<file path="config.mk">
export PLATFORM = sky130hd
export DESIGN_NAME = bct_regs
export DESIGN_NICKNAME = d
export VERILOG_FILES = /design/src/rtl/bct_pkg.sv /design/src/rtl/bct_cpl_timer.sv /design/src/rtl/bct_regs.sv
export SDC_FILE = /design/constraint.sdc
export NUM_CORES = 1
export LEC_CHECK = 0
export BUFFER_PORTS_ARGS = -buffer_cell sky130_fd_sc_hd__buf_2
export CAP_MARGIN = 20
export CORE_MARGIN = 2
export CORE_UTILIZATION = 40
export CTS_BUF_LIST = sky130_fd_sc_hd__clkbuf_4
export CTS_CLUSTER_SIZE = 12
export DETAILED_ROUTE_END_ITERATION = 6
export GPL_TIMING_DRIVEN = 0
export PLACE_DENSITY = 0.55
export SLEW_MARGIN = 0
export SYNTH_ARGS = -nofsm -noshare
export SYNTH_HDL_FRONTEND = slang
export SYNTH_SLANG_ARGS = --single-unit
</file>
<file path="constraint.sdc">
create_clock -name clk -period 4.35 [get_ports clk]
set_input_delay 0.435 -clock clk [delete_from_list [all_inputs] [get_ports clk]]
set_output_delay 0.435 -clock clk [all_outputs]
set_load 0.02 [all_outputs]
</file>
<file path="src/rtl/bct_pkg.sv">
// constants shared by the bridge clock, threshold and timeout register block
package bct_pkg;

  // ----------------------------------------------------------------
  // register bus
  // ----------------------------------------------------------------
  localparam int          ADDR_W           = 12;
  localparam logic [11:0] ADDR_CLK_STRAPS  = 12'h048;
  localparam logic [11:0] ADDR_BUF_THRES   = 12'h04c;
  localparam logic [11:0] ADDR_COMPLETION_TIMEOUT_CONTROL = 12'h050;
  localparam logic [11:0] ADDR_IRQ_STATUS  = 12'h060;
  localparam logic [11:0] ADDR_IRQ_MASK    = 12'h064;

  // ----------------------------------------------------------------
  // reset values and field positions
  // ----------------------------------------------------------------
  localparam logic [31:0] CLK_STRAPS_RESET  = 32'h0000_0100;
  localparam logic [31:0] BUF_THRES_RESET   = 32'h0000_0307;
  localparam logic [31:0] COMPLETION_TIMEOUT_CONTROL_RESET = 32'h8009_8968;
  localparam int          PLL_RATE_BIT      = 8;
  localparam int          SRC_SEL_BIT       = 3;
  localparam int          SPEED_LSB         = 0;
  localparam int          ALLOC_LSB         = 8;
  localparam int          THRES_LSB         = 0;
  localparam int          TIMER_EN_BIT      = 31;
  localparam int          TIMER_VALUE_LSB   = 0;

  // ----------------------------------------------------------------
  // secondary clock speed codes (two low bits of the speed code)
  // ----------------------------------------------------------------
  typedef enum logic [1:0] {SPEED_25, SPEED_33, SPEED_50, SPEED_66} bct_speed_type;

  // ----------------------------------------------------------------
  // buffering
  // ----------------------------------------------------------------
  localparam logic [12:0] ALLOC_BASE_BYTES = 13'h0080;
  localparam logic [7:0]  POST_STEP_BYTES  = 8'h10;
  localparam logic [4:0]  POST_MAX_CODE    = 5'h07;
  localparam int          LEN_W            = 13;
  localparam int          BEAT_W           = 8;

  // ----------------------------------------------------------------
  // completion timers: value counts 16 ns units, timer runs in 8 ns
  // ----------------------------------------------------------------
  localparam int          CLK_PERIOD_NS = 40;
  localparam int          TIMER_UNIT_NS = 16;
  localparam int          TIMER_SUB_NS  = TIMER_UNIT_NS / 2;
  localparam logic [32:0] TIMER_STEP    = 33'(CLK_PERIOD_NS / TIMER_SUB_NS);
  localparam int          NUM_TAGS      = 4;
  localparam int          TAG_W         = 2;

  // ----------------------------------------------------------------
  // interrupt status bits
  // ----------------------------------------------------------------
  localparam int IRQ_W           = 2;
  localparam int IRQ_TIMEOUT_BIT = 0;
  localparam int IRQ_FORWARD_BIT = 1;

endpackage

</file>
<file path="src/rtl/bct_cpl_timer.sv">
// one completion timeout counter for a single outstanding request tag
`timescale 1ns/10ps
module bct_cpl_timer (
  // clock and reset
  input  wire logic        clk,
  input  wire logic        rst,
  // control
  input  wire logic        start,
  input  wire logic        stop,
  input  wire logic        ack,
  input  wire logic        enable,
  input  wire logic [30:0] limit,
  // status
  output logic             busy,
  output logic             pending
);
  import bct_pkg::*;

  typedef struct packed {
    logic        busy;
    logic        pending;
    logic [32:0] count;
  } bct_timer_type;

  bct_timer_type state;
  bct_timer_type next_state;

  // count in 8 ns steps so a 40 ns clock adds an exact whole number
  always_comb begin
    next_state = state;
    if (state.busy && enable) begin
      if (state.count >= {1'b0, limit, 1'b0}) begin
        next_state.pending = 1'b1;
        next_state.busy    = 1'b0;
      end else begin
        next_state.count = state.count + TIMER_STEP;
      end
    end
    if (ack || !enable) begin
      next_state.pending = 1'b0;
    end
    if (stop) begin
      next_state.busy = 1'b0;
    end
    if (start) begin
      next_state.busy    = 1'b1;
      next_state.pending = 1'b0;
      next_state.count   = '0;
    end
    if (rst) begin
      next_state = '0;
    end
  end

  // single state register
  always_ff @(posedge clk) begin
    state <= next_state;
  end

  assign busy    = state.busy;
  assign pending = state.pending;

endmodule

</file>
<file path="src/rtl/bct_regs.sv">
// bridge clock select, upstream buffer threshold and completion timeout block
// ----------------------------------------------------------------
// Overview of operation
// - pll rate bit: 400 MHz set, 200 cleared
// - source select zero: strap picks 33/66 MHz
// - source select one: speed code sets clock
// - speed code top bit ignored, 25/33/50/66
// - allocation limit code: 128 to 1024 bytes
// - reserve minimum of limit and length
// - forward posted data once threshold reached
// - threshold code: 16-byte steps from 16
// - other events may also forward data
// - enabled timer expiry completes with unsupported
// - reset: 10 ms timeout, checking enabled
// ----------------------------------------------------------------
//
// Chosen here: strobed register access.
`timescale 1ns/10ps
module bct_regs (
  // clock and reset
  input  wire logic                           clk,
  input  wire logic                           rst,
  // register port
  input  wire logic [bct_pkg::ADDR_W-1:0]     addr,
  input  wire logic [31:0]                    wdata,
  input  wire logic                           wr,
  input  wire logic                           rd,
  output logic      [31:0]                    rdata,
  // interrupt
  output logic                                irq,
  // secondary clock control
  input  wire logic                           speed_66_strap,
  output logic                                pll_rate_select,
  output bct_pkg::bct_speed_type              secondary_clock_speed,
  // upstream non-posted requests and completions
  input  wire logic                           np_issue,
  input  wire logic [bct_pkg::TAG_W-1:0]      np_tag,
  input  wire logic [bct_pkg::LEN_W-1:0]      np_len,
  input  wire logic                           cpl_valid,
  input  wire logic [bct_pkg::TAG_W-1:0]      cpl_tag,
  output logic                                reserve_valid,
  output logic      [bct_pkg::LEN_W-1:0]      reserve_bytes,
  output logic      [bct_pkg::NUM_TAGS-1:0]   tag_busy,
  output logic                                completion_timeout_control,
  output logic      [bct_pkg::TAG_W-1:0]      completion_timeout_control_tag,
  // upstream posted writes
  input  wire logic                           post_valid,
  input  wire logic [bct_pkg::BEAT_W-1:0]     post_bytes,
  input  wire logic                           post_flush,
  output logic                                post_forward,
  output logic      [8:0]                     post_forward_bytes
);
  import bct_pkg::*;

  typedef struct packed {
    logic                 pll_rate;
    logic                 src_sel;
    logic [2:0]           speed_code;
    logic [1:0]           alloc_code;
    logic [4:0]           thres_code;
    logic                 timer_en;
    logic [30:0]          timer_value;
    logic [IRQ_W-1:0]     irq_status;
    logic [IRQ_W-1:0]     irq_mask;
    logic [2:0]           strap_sync;
    logic                 strap_level;
    bct_speed_type        sec_speed;
    logic [31:0]          rdata;
    logic                 reserve_valid;
    logic [LEN_W-1:0]     reserve_bytes;
    logic [8:0]           post_count;
    logic                 post_forward;
    logic [8:0]           post_forward_bytes;
    logic                 completion_timeout_control;
    logic [TAG_W-1:0]     completion_timeout_control_tag;
  } bct_state_type;

  bct_state_type        state;
  bct_state_type        next_state;
  logic [LEN_W-1:0]     alloc_limit;
  logic [7:0]           post_threshold;
  logic [8:0]           post_sum;
  logic                 post_fire;
  logic [NUM_TAGS-1:0]  timer_pending;
  logic [NUM_TAGS-1:0]  timer_ack;
  logic [IRQ_W-1:0]     irq_events;
  logic [IRQ_W-1:0]     irq_w1c;

  // ----------------------------------------------------------------
  // derived settings
  // ----------------------------------------------------------------

  // allocation limit doubles from 128 bytes per code step
  assign alloc_limit = ALLOC_BASE_BYTES << state.alloc_code;

  // codes above seven are clamped to the largest documented size
  assign post_threshold = (state.thres_code > POST_MAX_CODE)
                        ? (8'(POST_MAX_CODE) + 8'h01) * POST_STEP_BYTES
                        : (8'(state.thres_code) + 8'h01) * POST_STEP_BYTES;

  assign post_sum = state.post_count + (post_valid ? {1'b0, post_bytes} : 9'h000);

  // forward decision taken apart from next_state so the status logic forms no loop
  assign post_fire = (post_sum >= {1'b0, post_threshold}) || (post_flush && post_sum != 9'h000);

  // ----------------------------------------------------------------
  // per-tag completion timers
  // ----------------------------------------------------------------
  genvar gi;
  generate
    for (gi = 0; gi < NUM_TAGS; gi++) begin : g_timer
      bct_cpl_timer u_timer (
        .clk     (clk),
        .rst     (rst),
        .start   (np_issue && np_tag == TAG_W'(gi)),
        .stop    (cpl_valid && cpl_tag == TAG_W'(gi)),
        .ack     (timer_ack[gi]),
        .enable  (state.timer_en),
        .limit   (state.timer_value),
        .busy    (tag_busy[gi]),
        .pending (timer_pending[gi])
      );
    end
  endgenerate

  // report one expired tag per cycle, lowest first; others stay pending
  always_comb begin
    timer_ack = '0;
    for (int i = NUM_TAGS - 1; i >= 0; i--) begin
      if (timer_pending[i]) begin
        timer_ack = NUM_TAGS'(1) << i;
      end
    end
  end

  // ----------------------------------------------------------------
  // interrupt sources and write-one-to-clear
  // ----------------------------------------------------------------
  assign irq_events[IRQ_TIMEOUT_BIT] = |timer_ack;
  assign irq_events[IRQ_FORWARD_BIT] = post_fire;
  assign irq_w1c = (wr && addr == ADDR_IRQ_STATUS) ? wdata[IRQ_W-1:0] : '0;

  // ----------------------------------------------------------------
  // next state
  // ----------------------------------------------------------------
  always_comb begin
    next_state = state;

    // strap passes three flops; level moves once second and third agree
    next_state.strap_sync = {state.strap_sync[1:0], speed_66_strap};
    if (state.strap_sync[1] == state.strap_sync[2]) begin
      next_state.strap_level = state.strap_sync[2];
    end

    // register writes; reserved bits are simply not stored
    if (wr) begin
      if (addr == ADDR_CLK_STRAPS) begin
        next_state.pll_rate   = wdata[PLL_RATE_BIT];
        next_state.src_sel    = wdata[SRC_SEL_BIT];
        next_state.speed_code = wdata[SPEED_LSB +: 3];
      end else if (addr == ADDR_BUF_THRES) begin
        next_state.alloc_code = wdata[ALLOC_LSB +: 2];
        next_state.thres_code = wdata[THRES_LSB +: 5];
      end else if (addr == ADDR_COMPLETION_TIMEOUT_CONTROL) begin
        next_state.timer_en    = wdata[TIMER_EN_BIT];
        next_state.timer_value = wdata[TIMER_VALUE_LSB +: 31];
      end else if (addr == ADDR_IRQ_MASK) begin
        next_state.irq_mask = wdata[IRQ_W-1:0];
      end
    end

    // read data stand in the cycle after the strobe only
    next_state.rdata = '0;
    if (rd) begin
      if (addr == ADDR_CLK_STRAPS) begin
        next_state.rdata[PLL_RATE_BIT]     = state.pll_rate;
        next_state.rdata[SRC_SEL_BIT]      = state.src_sel;
        next_state.rdata[SPEED_LSB +: 3]   = state.speed_code;
      end else if (addr == ADDR_BUF_THRES) begin
        next_state.rdata[ALLOC_LSB +: 2]   = state.alloc_code;
        next_state.rdata[THRES_LSB +: 5]   = state.thres_code;
      end else if (addr == ADDR_COMPLETION_TIMEOUT_CONTROL) begin
        next_state.rdata[TIMER_EN_BIT]     = state.timer_en;
        next_state.rdata[TIMER_VALUE_LSB +: 31] = state.timer_value;
      end else if (addr == ADDR_IRQ_STATUS) begin
        next_state.rdata[IRQ_W-1:0] = state.irq_status;
      end else if (addr == ADDR_IRQ_MASK) begin
        next_state.rdata[IRQ_W-1:0] = state.irq_mask;
      end
    end

    // programmed speed uses only the two low code bits
    if (state.src_sel) begin
      next_state.sec_speed = bct_speed_type'(state.speed_code[1:0]);
    end else if (state.strap_level) begin
      next_state.sec_speed = SPEED_66;
    end else begin
      next_state.sec_speed = SPEED_33;
    end

    // completion buffer reservation for each non-posted read
    next_state.reserve_valid = np_issue;
    if (np_issue) begin
      next_state.reserve_bytes = (np_len < alloc_limit) ? np_len : alloc_limit;
    end

    // posted data accumulate; threshold or flush forwards them
    next_state.post_forward = 1'b0;
    if (post_sum >= {1'b0, post_threshold}) begin
      next_state.post_forward       = 1'b1;
      next_state.post_forward_bytes = post_sum;
      next_state.post_count         = 9'h000;
    end else if (post_flush && post_sum != 9'h000) begin
      next_state.post_forward       = 1'b1;
      next_state.post_forward_bytes = post_sum;
      next_state.post_count         = 9'h000;
    end else begin
      next_state.post_count = post_sum;
    end

    // expired request is handed back as an unsupported request
    next_state.completion_timeout_control = |timer_ack;
    for (int i = 0; i < NUM_TAGS; i++) begin
      if (timer_ack[i]) begin
        next_state.completion_timeout_control_tag = TAG_W'(i);
      end
    end

    // a new event wins over a clear in the same cycle
    next_state.irq_status = (state.irq_status & ~irq_w1c) | irq_events;

    // synchronous reset restores documented defaults
    if (rst) begin
      next_state             = '0;
      next_state.pll_rate    = CLK_STRAPS_RESET[PLL_RATE_BIT];
      next_state.src_sel     = CLK_STRAPS_RESET[SRC_SEL_BIT];
      next_state.speed_code  = CLK_STRAPS_RESET[SPEED_LSB +: 3];
      next_state.alloc_code  = BUF_THRES_RESET[ALLOC_LSB +: 2];
      next_state.thres_code  = BUF_THRES_RESET[THRES_LSB +: 5];
      next_state.timer_en    = COMPLETION_TIMEOUT_CONTROL_RESET[TIMER_EN_BIT];
      next_state.timer_value = COMPLETION_TIMEOUT_CONTROL_RESET[TIMER_VALUE_LSB +: 31];
      next_state.sec_speed   = SPEED_33;
    end
  end

  // single state register
  always_ff @(posedge clk) begin
    state <= next_state;
  end

  // ----------------------------------------------------------------
  // outputs
  // ----------------------------------------------------------------
  assign rdata                 = state.rdata;
  assign irq                   = |(state.irq_status & state.irq_mask);
  assign pll_rate_select       = state.pll_rate;
  assign secondary_clock_speed = state.sec_speed;
  assign reserve_valid         = state.reserve_valid;
  assign reserve_bytes         = state.reserve_bytes;
  assign completion_timeout_control           = state.completion_timeout_control;
  assign completion_timeout_control_tag       = state.completion_timeout_control_tag;
  assign post_forward          = state.post_forward;
  assign post_forward_bytes    = state.post_forward_bytes;

  // ----------------------------------------------------------------
  // assertions
  // ----------------------------------------------------------------
  a_pll_rate_write:
    assert property (@(posedge clk) disable iff (rst)
      wr && addr == ADDR_CLK_STRAPS |=> pll_rate_select == $past(wdata[PLL_RATE_BIT]))
    else $error("pll rate select did not follow write");

  a_strap_speed:
    assert property (@(posedge clk) disable iff (rst)
      !state.src_sel && state.strap_level && $past(!rst) |=> secondary_clock_speed == SPEED_66)
    else $error("strap high did not give 66 MHz");

  a_prog_speed:
    assert property (@(posedge clk) disable iff (rst)
      wr && addr == ADDR_CLK_STRAPS && wdata[SRC_SEL_BIT]
      |=> ##1 secondary_clock_speed == bct_speed_type'($past(wdata[1:0], 2)))
    else $error("programmed speed not applied");

  a_speed_top_bit:
    assert property (@(posedge clk) disable iff (rst)
      state.src_sel && $stable(state.speed_code[1:0]) && $past(!rst)
      |=> secondary_clock_speed == bct_speed_type'($past(state.speed_code[1:0])))
    else $error("speed code top bit not ignored");

  a_alloc_cap:
    assert property (@(posedge clk) disable iff (rst)
      reserve_valid |-> reserve_bytes <= (ALLOC_BASE_BYTES << 3))
    else $error("reservation above 1024 bytes");

  a_reserve_min:
    assert property (@(posedge clk) disable iff (rst)
      np_issue |=> reserve_bytes == (($past(np_len) < $past(alloc_limit)) ? $past(np_len) : $past(alloc_limit)))
    else $error("reservation not minimum of limit and length");

  a_forward_thres:
    assert property (@(posedge clk) disable iff (rst)
      post_sum >= {1'b0, post_threshold} |=> post_forward && post_forward_bytes == $past(post_sum))
    else $error("threshold reached without forwarding");

  a_flush_forward:
    assert property (@(posedge clk) disable iff (rst)
      post_flush && post_sum != 9'h000 |=> post_forward && post_forward_bytes == $past(post_sum))
    else $error("flush did not forward accumulated data");

  a_thres_code:
    assert property (@(posedge clk) disable iff (rst)
      state.thres_code <= POST_MAX_CODE |-> post_threshold == 8'(state.thres_code) * 8'h10 + 8'h10)
    else $error("threshold size wrong for code");

  a_timer_disabled:
    assert property (@(posedge clk) disable iff (rst)
      !state.timer_en && $past(!state.timer_en) && $past(!state.timer_en, 2) |-> !completion_timeout_control)
    else $error("timeout reported while disabled");

  a_reset_value:
    assert property (@(posedge clk)
      rst |=> state.timer_en && state.timer_value == COMPLETION_TIMEOUT_CONTROL_RESET[30:0])
    else $error("timeout register reset value wrong");

  a_tag_busy:
    assert property (@(posedge clk) disable iff (rst)
      np_issue |=> tag_busy[$past(np_tag)])
    else $error("issued tag not timed");

  a_reserved_zero:
    assert property (@(posedge clk) disable iff (rst)
      rd && addr == ADDR_BUF_THRES |=> rdata[31:10] == '0 && rdata[7:5] == '0)
    else $error("reserved bits read nonzero");

endmodule

</file>
==> summary.md <==
| Metric | Value |
|---|---|
| Final Hold Viols | `0` |
| Syn avg cell area | `roughly 8.4 um^2` |
| Unrepaired setup endpoints after global routing | `false` |
| Chip height | `200 um` |
| # DRC | `0` |
| Post-Layout Cell Count | `2,650` |
| Max-slew headroom | `between 30% and 40%` |
| Ranking of synthesized cells by area | `dfxtp_1 (34%), ha_1 (12%), a21oi_1 (5.2%), nand2_1 (4.8%), buf_4 (3.0%)` |
| Hpwl dp | `37.1 mm` |
| Via count | `14,800` |
| Initial core utilization | `40.7%` |
| Register share of total power | `46.2%` |
| Total Power | `approximately 0.0053 W` |
| GRT Total Usage | `25.6%` |
| F_max | `257 MHz` |
| Status | `completed` |
| Drt via density | `5.57` |
| H-Tree Depth | `3` |
| Worst R2R Setup Slack | `0.45 ns` |
| Post-Syn Nets | `2,039` |
| Final hold slack | `~0.086 ns` |
| Clock power share | `46.7%` |
| Chip Width | `200 um` |
| Final net count | `2,309` |
| Syn. warnings | `0` |
| Crit-path leading delay family | `compound AO/OA/AOI/OAI gates` |
| Clock sinks | `262` |
| Setup crit end kind | `flop` |
| Final setup violation count | `0` |
| Leakage Power | `7.32 nW` |
| CTS tree | `yes` |
| Worst clock skew | `0.0540 ns` |
| First DRT Iteration DRCs | `between 1,000 and 1,500` |
| Crit-path max FO | `7` |
| CTS buffer count | `between 70 and 80` |
| DRT antenna net count | `0` |
| Commonest non-fill, non-tap cell in the layout | `dfxtp_1` |
| Initial antenna violation count | `2` |
| Number of synthesized flops with an enable pin | `0` |
| Multi-input gate area | `9010 um^2` |
| Cells after synthesis | `between 1,500 and 2,000` |
| Most frequent cells in the layout | `dfxtp_1 (262), nand2_1 (195), a21oi_1 (158)` |
| Critical path class | `flop to flop` |
| Number of global-route vias before repair | `13,900` |
| Gpl congestion | `0.893` |
| IO Pins | `145` |
| Root buffer cell | `clkbuf_4` |
| Final period util | `89.6%` |
| Overflow after GRT | `0` |
| CTS Buffer Depth | `3` |
| Worst path slowest cell | `fa_1` |
| Post-synth design cell area | `15,300 um^2` |
| Core area | `37,700 um^2` |
| Final Cell Area | `18,100 um^2` |
| Final wirelength | `51.0 mm` |
| Post-cts resize count | `0` |
| Post-synthesis sequential area ratio | `34.3%` |
| Worst Path Required | `4.94 ns` |
| CP Launch Type | `flop` |
| Post-CTS Setup Bufs | `0` |
| Max-slew violation count | `0` |
| Pwr/cell area | `291 nW/um^2` |
| Total negative slack | `0 ns` |
| Die ar. | `39,900 um^2` |
| Slew @ Worst Pin | `a little over 1 ns` |
| Global-route wire length before repair | `78.0 mm` |
| Post-cts hold buffer count | `43` |
| Psw | `about 0.0014 W` |
| Period minus WS final | `3.90 ns` |
| CP arrival | `4.48 ns` |
| Peak VDD IR | `171 uV` |
| Most used DFF post-synth | `dfxtp_1` |
| Largest net degree at the start of global routing | `11` |
| Combinational share of power | `slightly above 7%` |
| Total internal power | `between 0.003 and 0.004 W` |
| First drt pass iteration count | `7` |
| Slowest stage delay, CP | `roughly 0.43 ns` |
| FF+latch area | `5250 um^2` |
| FP Rows | `71` |
| Seq cells post-synth | `262` |
| Placed insts | `2,473` |
| Clock-pin slew on the worst setup and hold paths | `0.06 ns` |
| Area Growth Syn to Fin | `18.4%` |
| Max-capacitance violation count | `0` |
| HP Class | `input port to flop` |
| Worst skew pair latency | `0.75 ns` |
| DR WL/cell | `19.2 um` |
| CP Cell Sequence | `ha_1 -> fa_1 -> a211oi_1 -> or4b_1 -> nand3_1 -> ha_1 -> and4b_1 -> a21oi_1 -> o211ai_1 -> a21oi_1 -> and2_1 -> buf_2 -> mux2_2` |
| Share of the synthesized area in the top cell type | `34.3%` |
| Fillcell total | `3,868` |
| Share of cells above drive strength 1 | `17.6%` |
| Port bufs | `144` |
| Synth unique cells | `82` |
| Post-place instance area | `16,700 um^2` |
| Post-synth ARST share | `0%` |
| Buf/Inv on CP | `1` |
| Switching Share | `25.7%` |
| Cell taking the most area after synthesis | `dfxtp_1` |
-- synth_stat cells (7+ instances only) --
master,instances
a211oi_1,12
a21o_1,30
a21oi_1,158
a22oi_1,7
a31o_2,8
and2_1,23
and3_1,19
and4_1,11
buf_1,7
buf_4,62
clkbuf_1,62
dfxtp_1,262
ha_1,145
inv_1,80
mux2_2,7
mux2i_1,42
nand2_1,195
nand2b_1,23
nand3_1,66
nand3b_1,10
nand4_1,48
nor2_1,107
nor2b_1,14
nor3_1,45
nor4_1,41
nor4b_1,7
o211ai_1,25
o21ai_0,43
o31ai_1,32
o41ai_1,10
or2_2,8
or3_1,29
or4_1,35
xnor2_1,22
-- through the flow --
| stage | util, % | setup WS [ns] |
|---|---|---|
| after floorplan | - | 0.714 |
| after global placement | 44.3 | 0.0700 |
| final | 48.1 | 0.454 |
| after global routing | 48.1 | 0.224 |
| after CTS | 48.1 | 0.448 |
| after detailed placement | 44.3 | 0.0193 |
-- worst paths after layout --
kind         depth (start not counted)                                   to               startpoint
max                                 13   post_forward_bytes[3]$_SDFFE_PP0P_     state[13]$_SDFF_PP0_
min                                  3        reserve_bytes[7]$_SDFFE_PP0P_                np_len[7]
max reg2reg                         13   post_forward_bytes[3]$_SDFFE_PP0P_     state[13]$_SDFF_PP0_
min reg2reg                          1  secondary_clock_speed[0]$_SDFF_PP1_  state[120]$_SDFFE_PP0P_
-- routing by layer --
layer | global-route usage (%) | wire, um | up-vias
met2 | 39.5 | 22400 | 490
met4 | 11.4 | 1910 | 0
met3 | 4.81 | 3140 | 112
met5 | 0 | 0 | -
li1 | - | - | 7216
met1 | 34.8 | 23500 | 6945
-- final cells by class --
| type | instances | area share [%] |
|---|---|---|
| Tap cell | 511 | 3.53 |
| Timing Repair Buffer | 191 | 6.47 |
| Inverter | 82 | 1.70 |
| Antenna cell | 2 | 0.0276 |
| Clock buffer | 113 | 4.68 |
| Multi-Input combinational cell | 1336 | 49.7 |
| Buffer | 135 | 4.11 |
| Clock inverter | 18 | 0.815 |
| Sequential cell | 262 | 28.9 |
-- logic make-up (layout without fill, tap and decap cells) --
logic type	after synthesis	count (layout)	share of synthesized area [%]
buffers and inverters	217	539	6.87
multiplexers	49	49	3.26
flip-flops	262	262	34.3
AO/OA/AOI/OAI	401	401	17.5
AND/OR/NAND/NOR	713	713	24.6
XOR/XNOR	26	26	1.49
adder cells (fa/ha/maj)	146	146	12.0
other	1	3	0.0245
-- state kept, by name, summed over array words and instances, names as in the netlist --
register and cells:
rdata 32, g_timer.u_timer.state 132, reserve_bytes 13, completion_timeout_control 1
secondary_clock_speed 2, post_forward_bytes 9, g_timer.u_timer.busy 4, pll_rate_select 1
g_timer.u_timer.pending 4, post_forward 1, completion_timeout_control_tag 2, state 60
reserve_valid 1
-- power groups by stage --
stage | clock [W] | combinational [W] | sequential, W
floorplan | 0 | 0.000200 | 0.00249
global placement | 0 | 0.000338 | 0.00249
detailed placement | 0 | 0.000342 | 0.00249
CTS | 0.00253 | 0.000372 | 0.00244
global route | 0.00266 | 0.000408 | 0.00244
finish | 0.00247 | 0.000374 | 0.00244
-- worst reg2reg max path, stage by stage, from the launching register on --
cell and delay (ns):
dfxtp_1 0.30, ha_1 0.23, fa_1 0.43, a211oi_1 0.43
or4b_1 0.19, nand3_1 0.17, ha_1 0.38, and4b_1 0.21
a21oi_1 0.12, o211ai_1 0.20, a21oi_1 0.38, and2_1 0.18
buf_2 0.21, mux2_2 0.35
No activity file was read; power rests on OpenSTA's default activity.
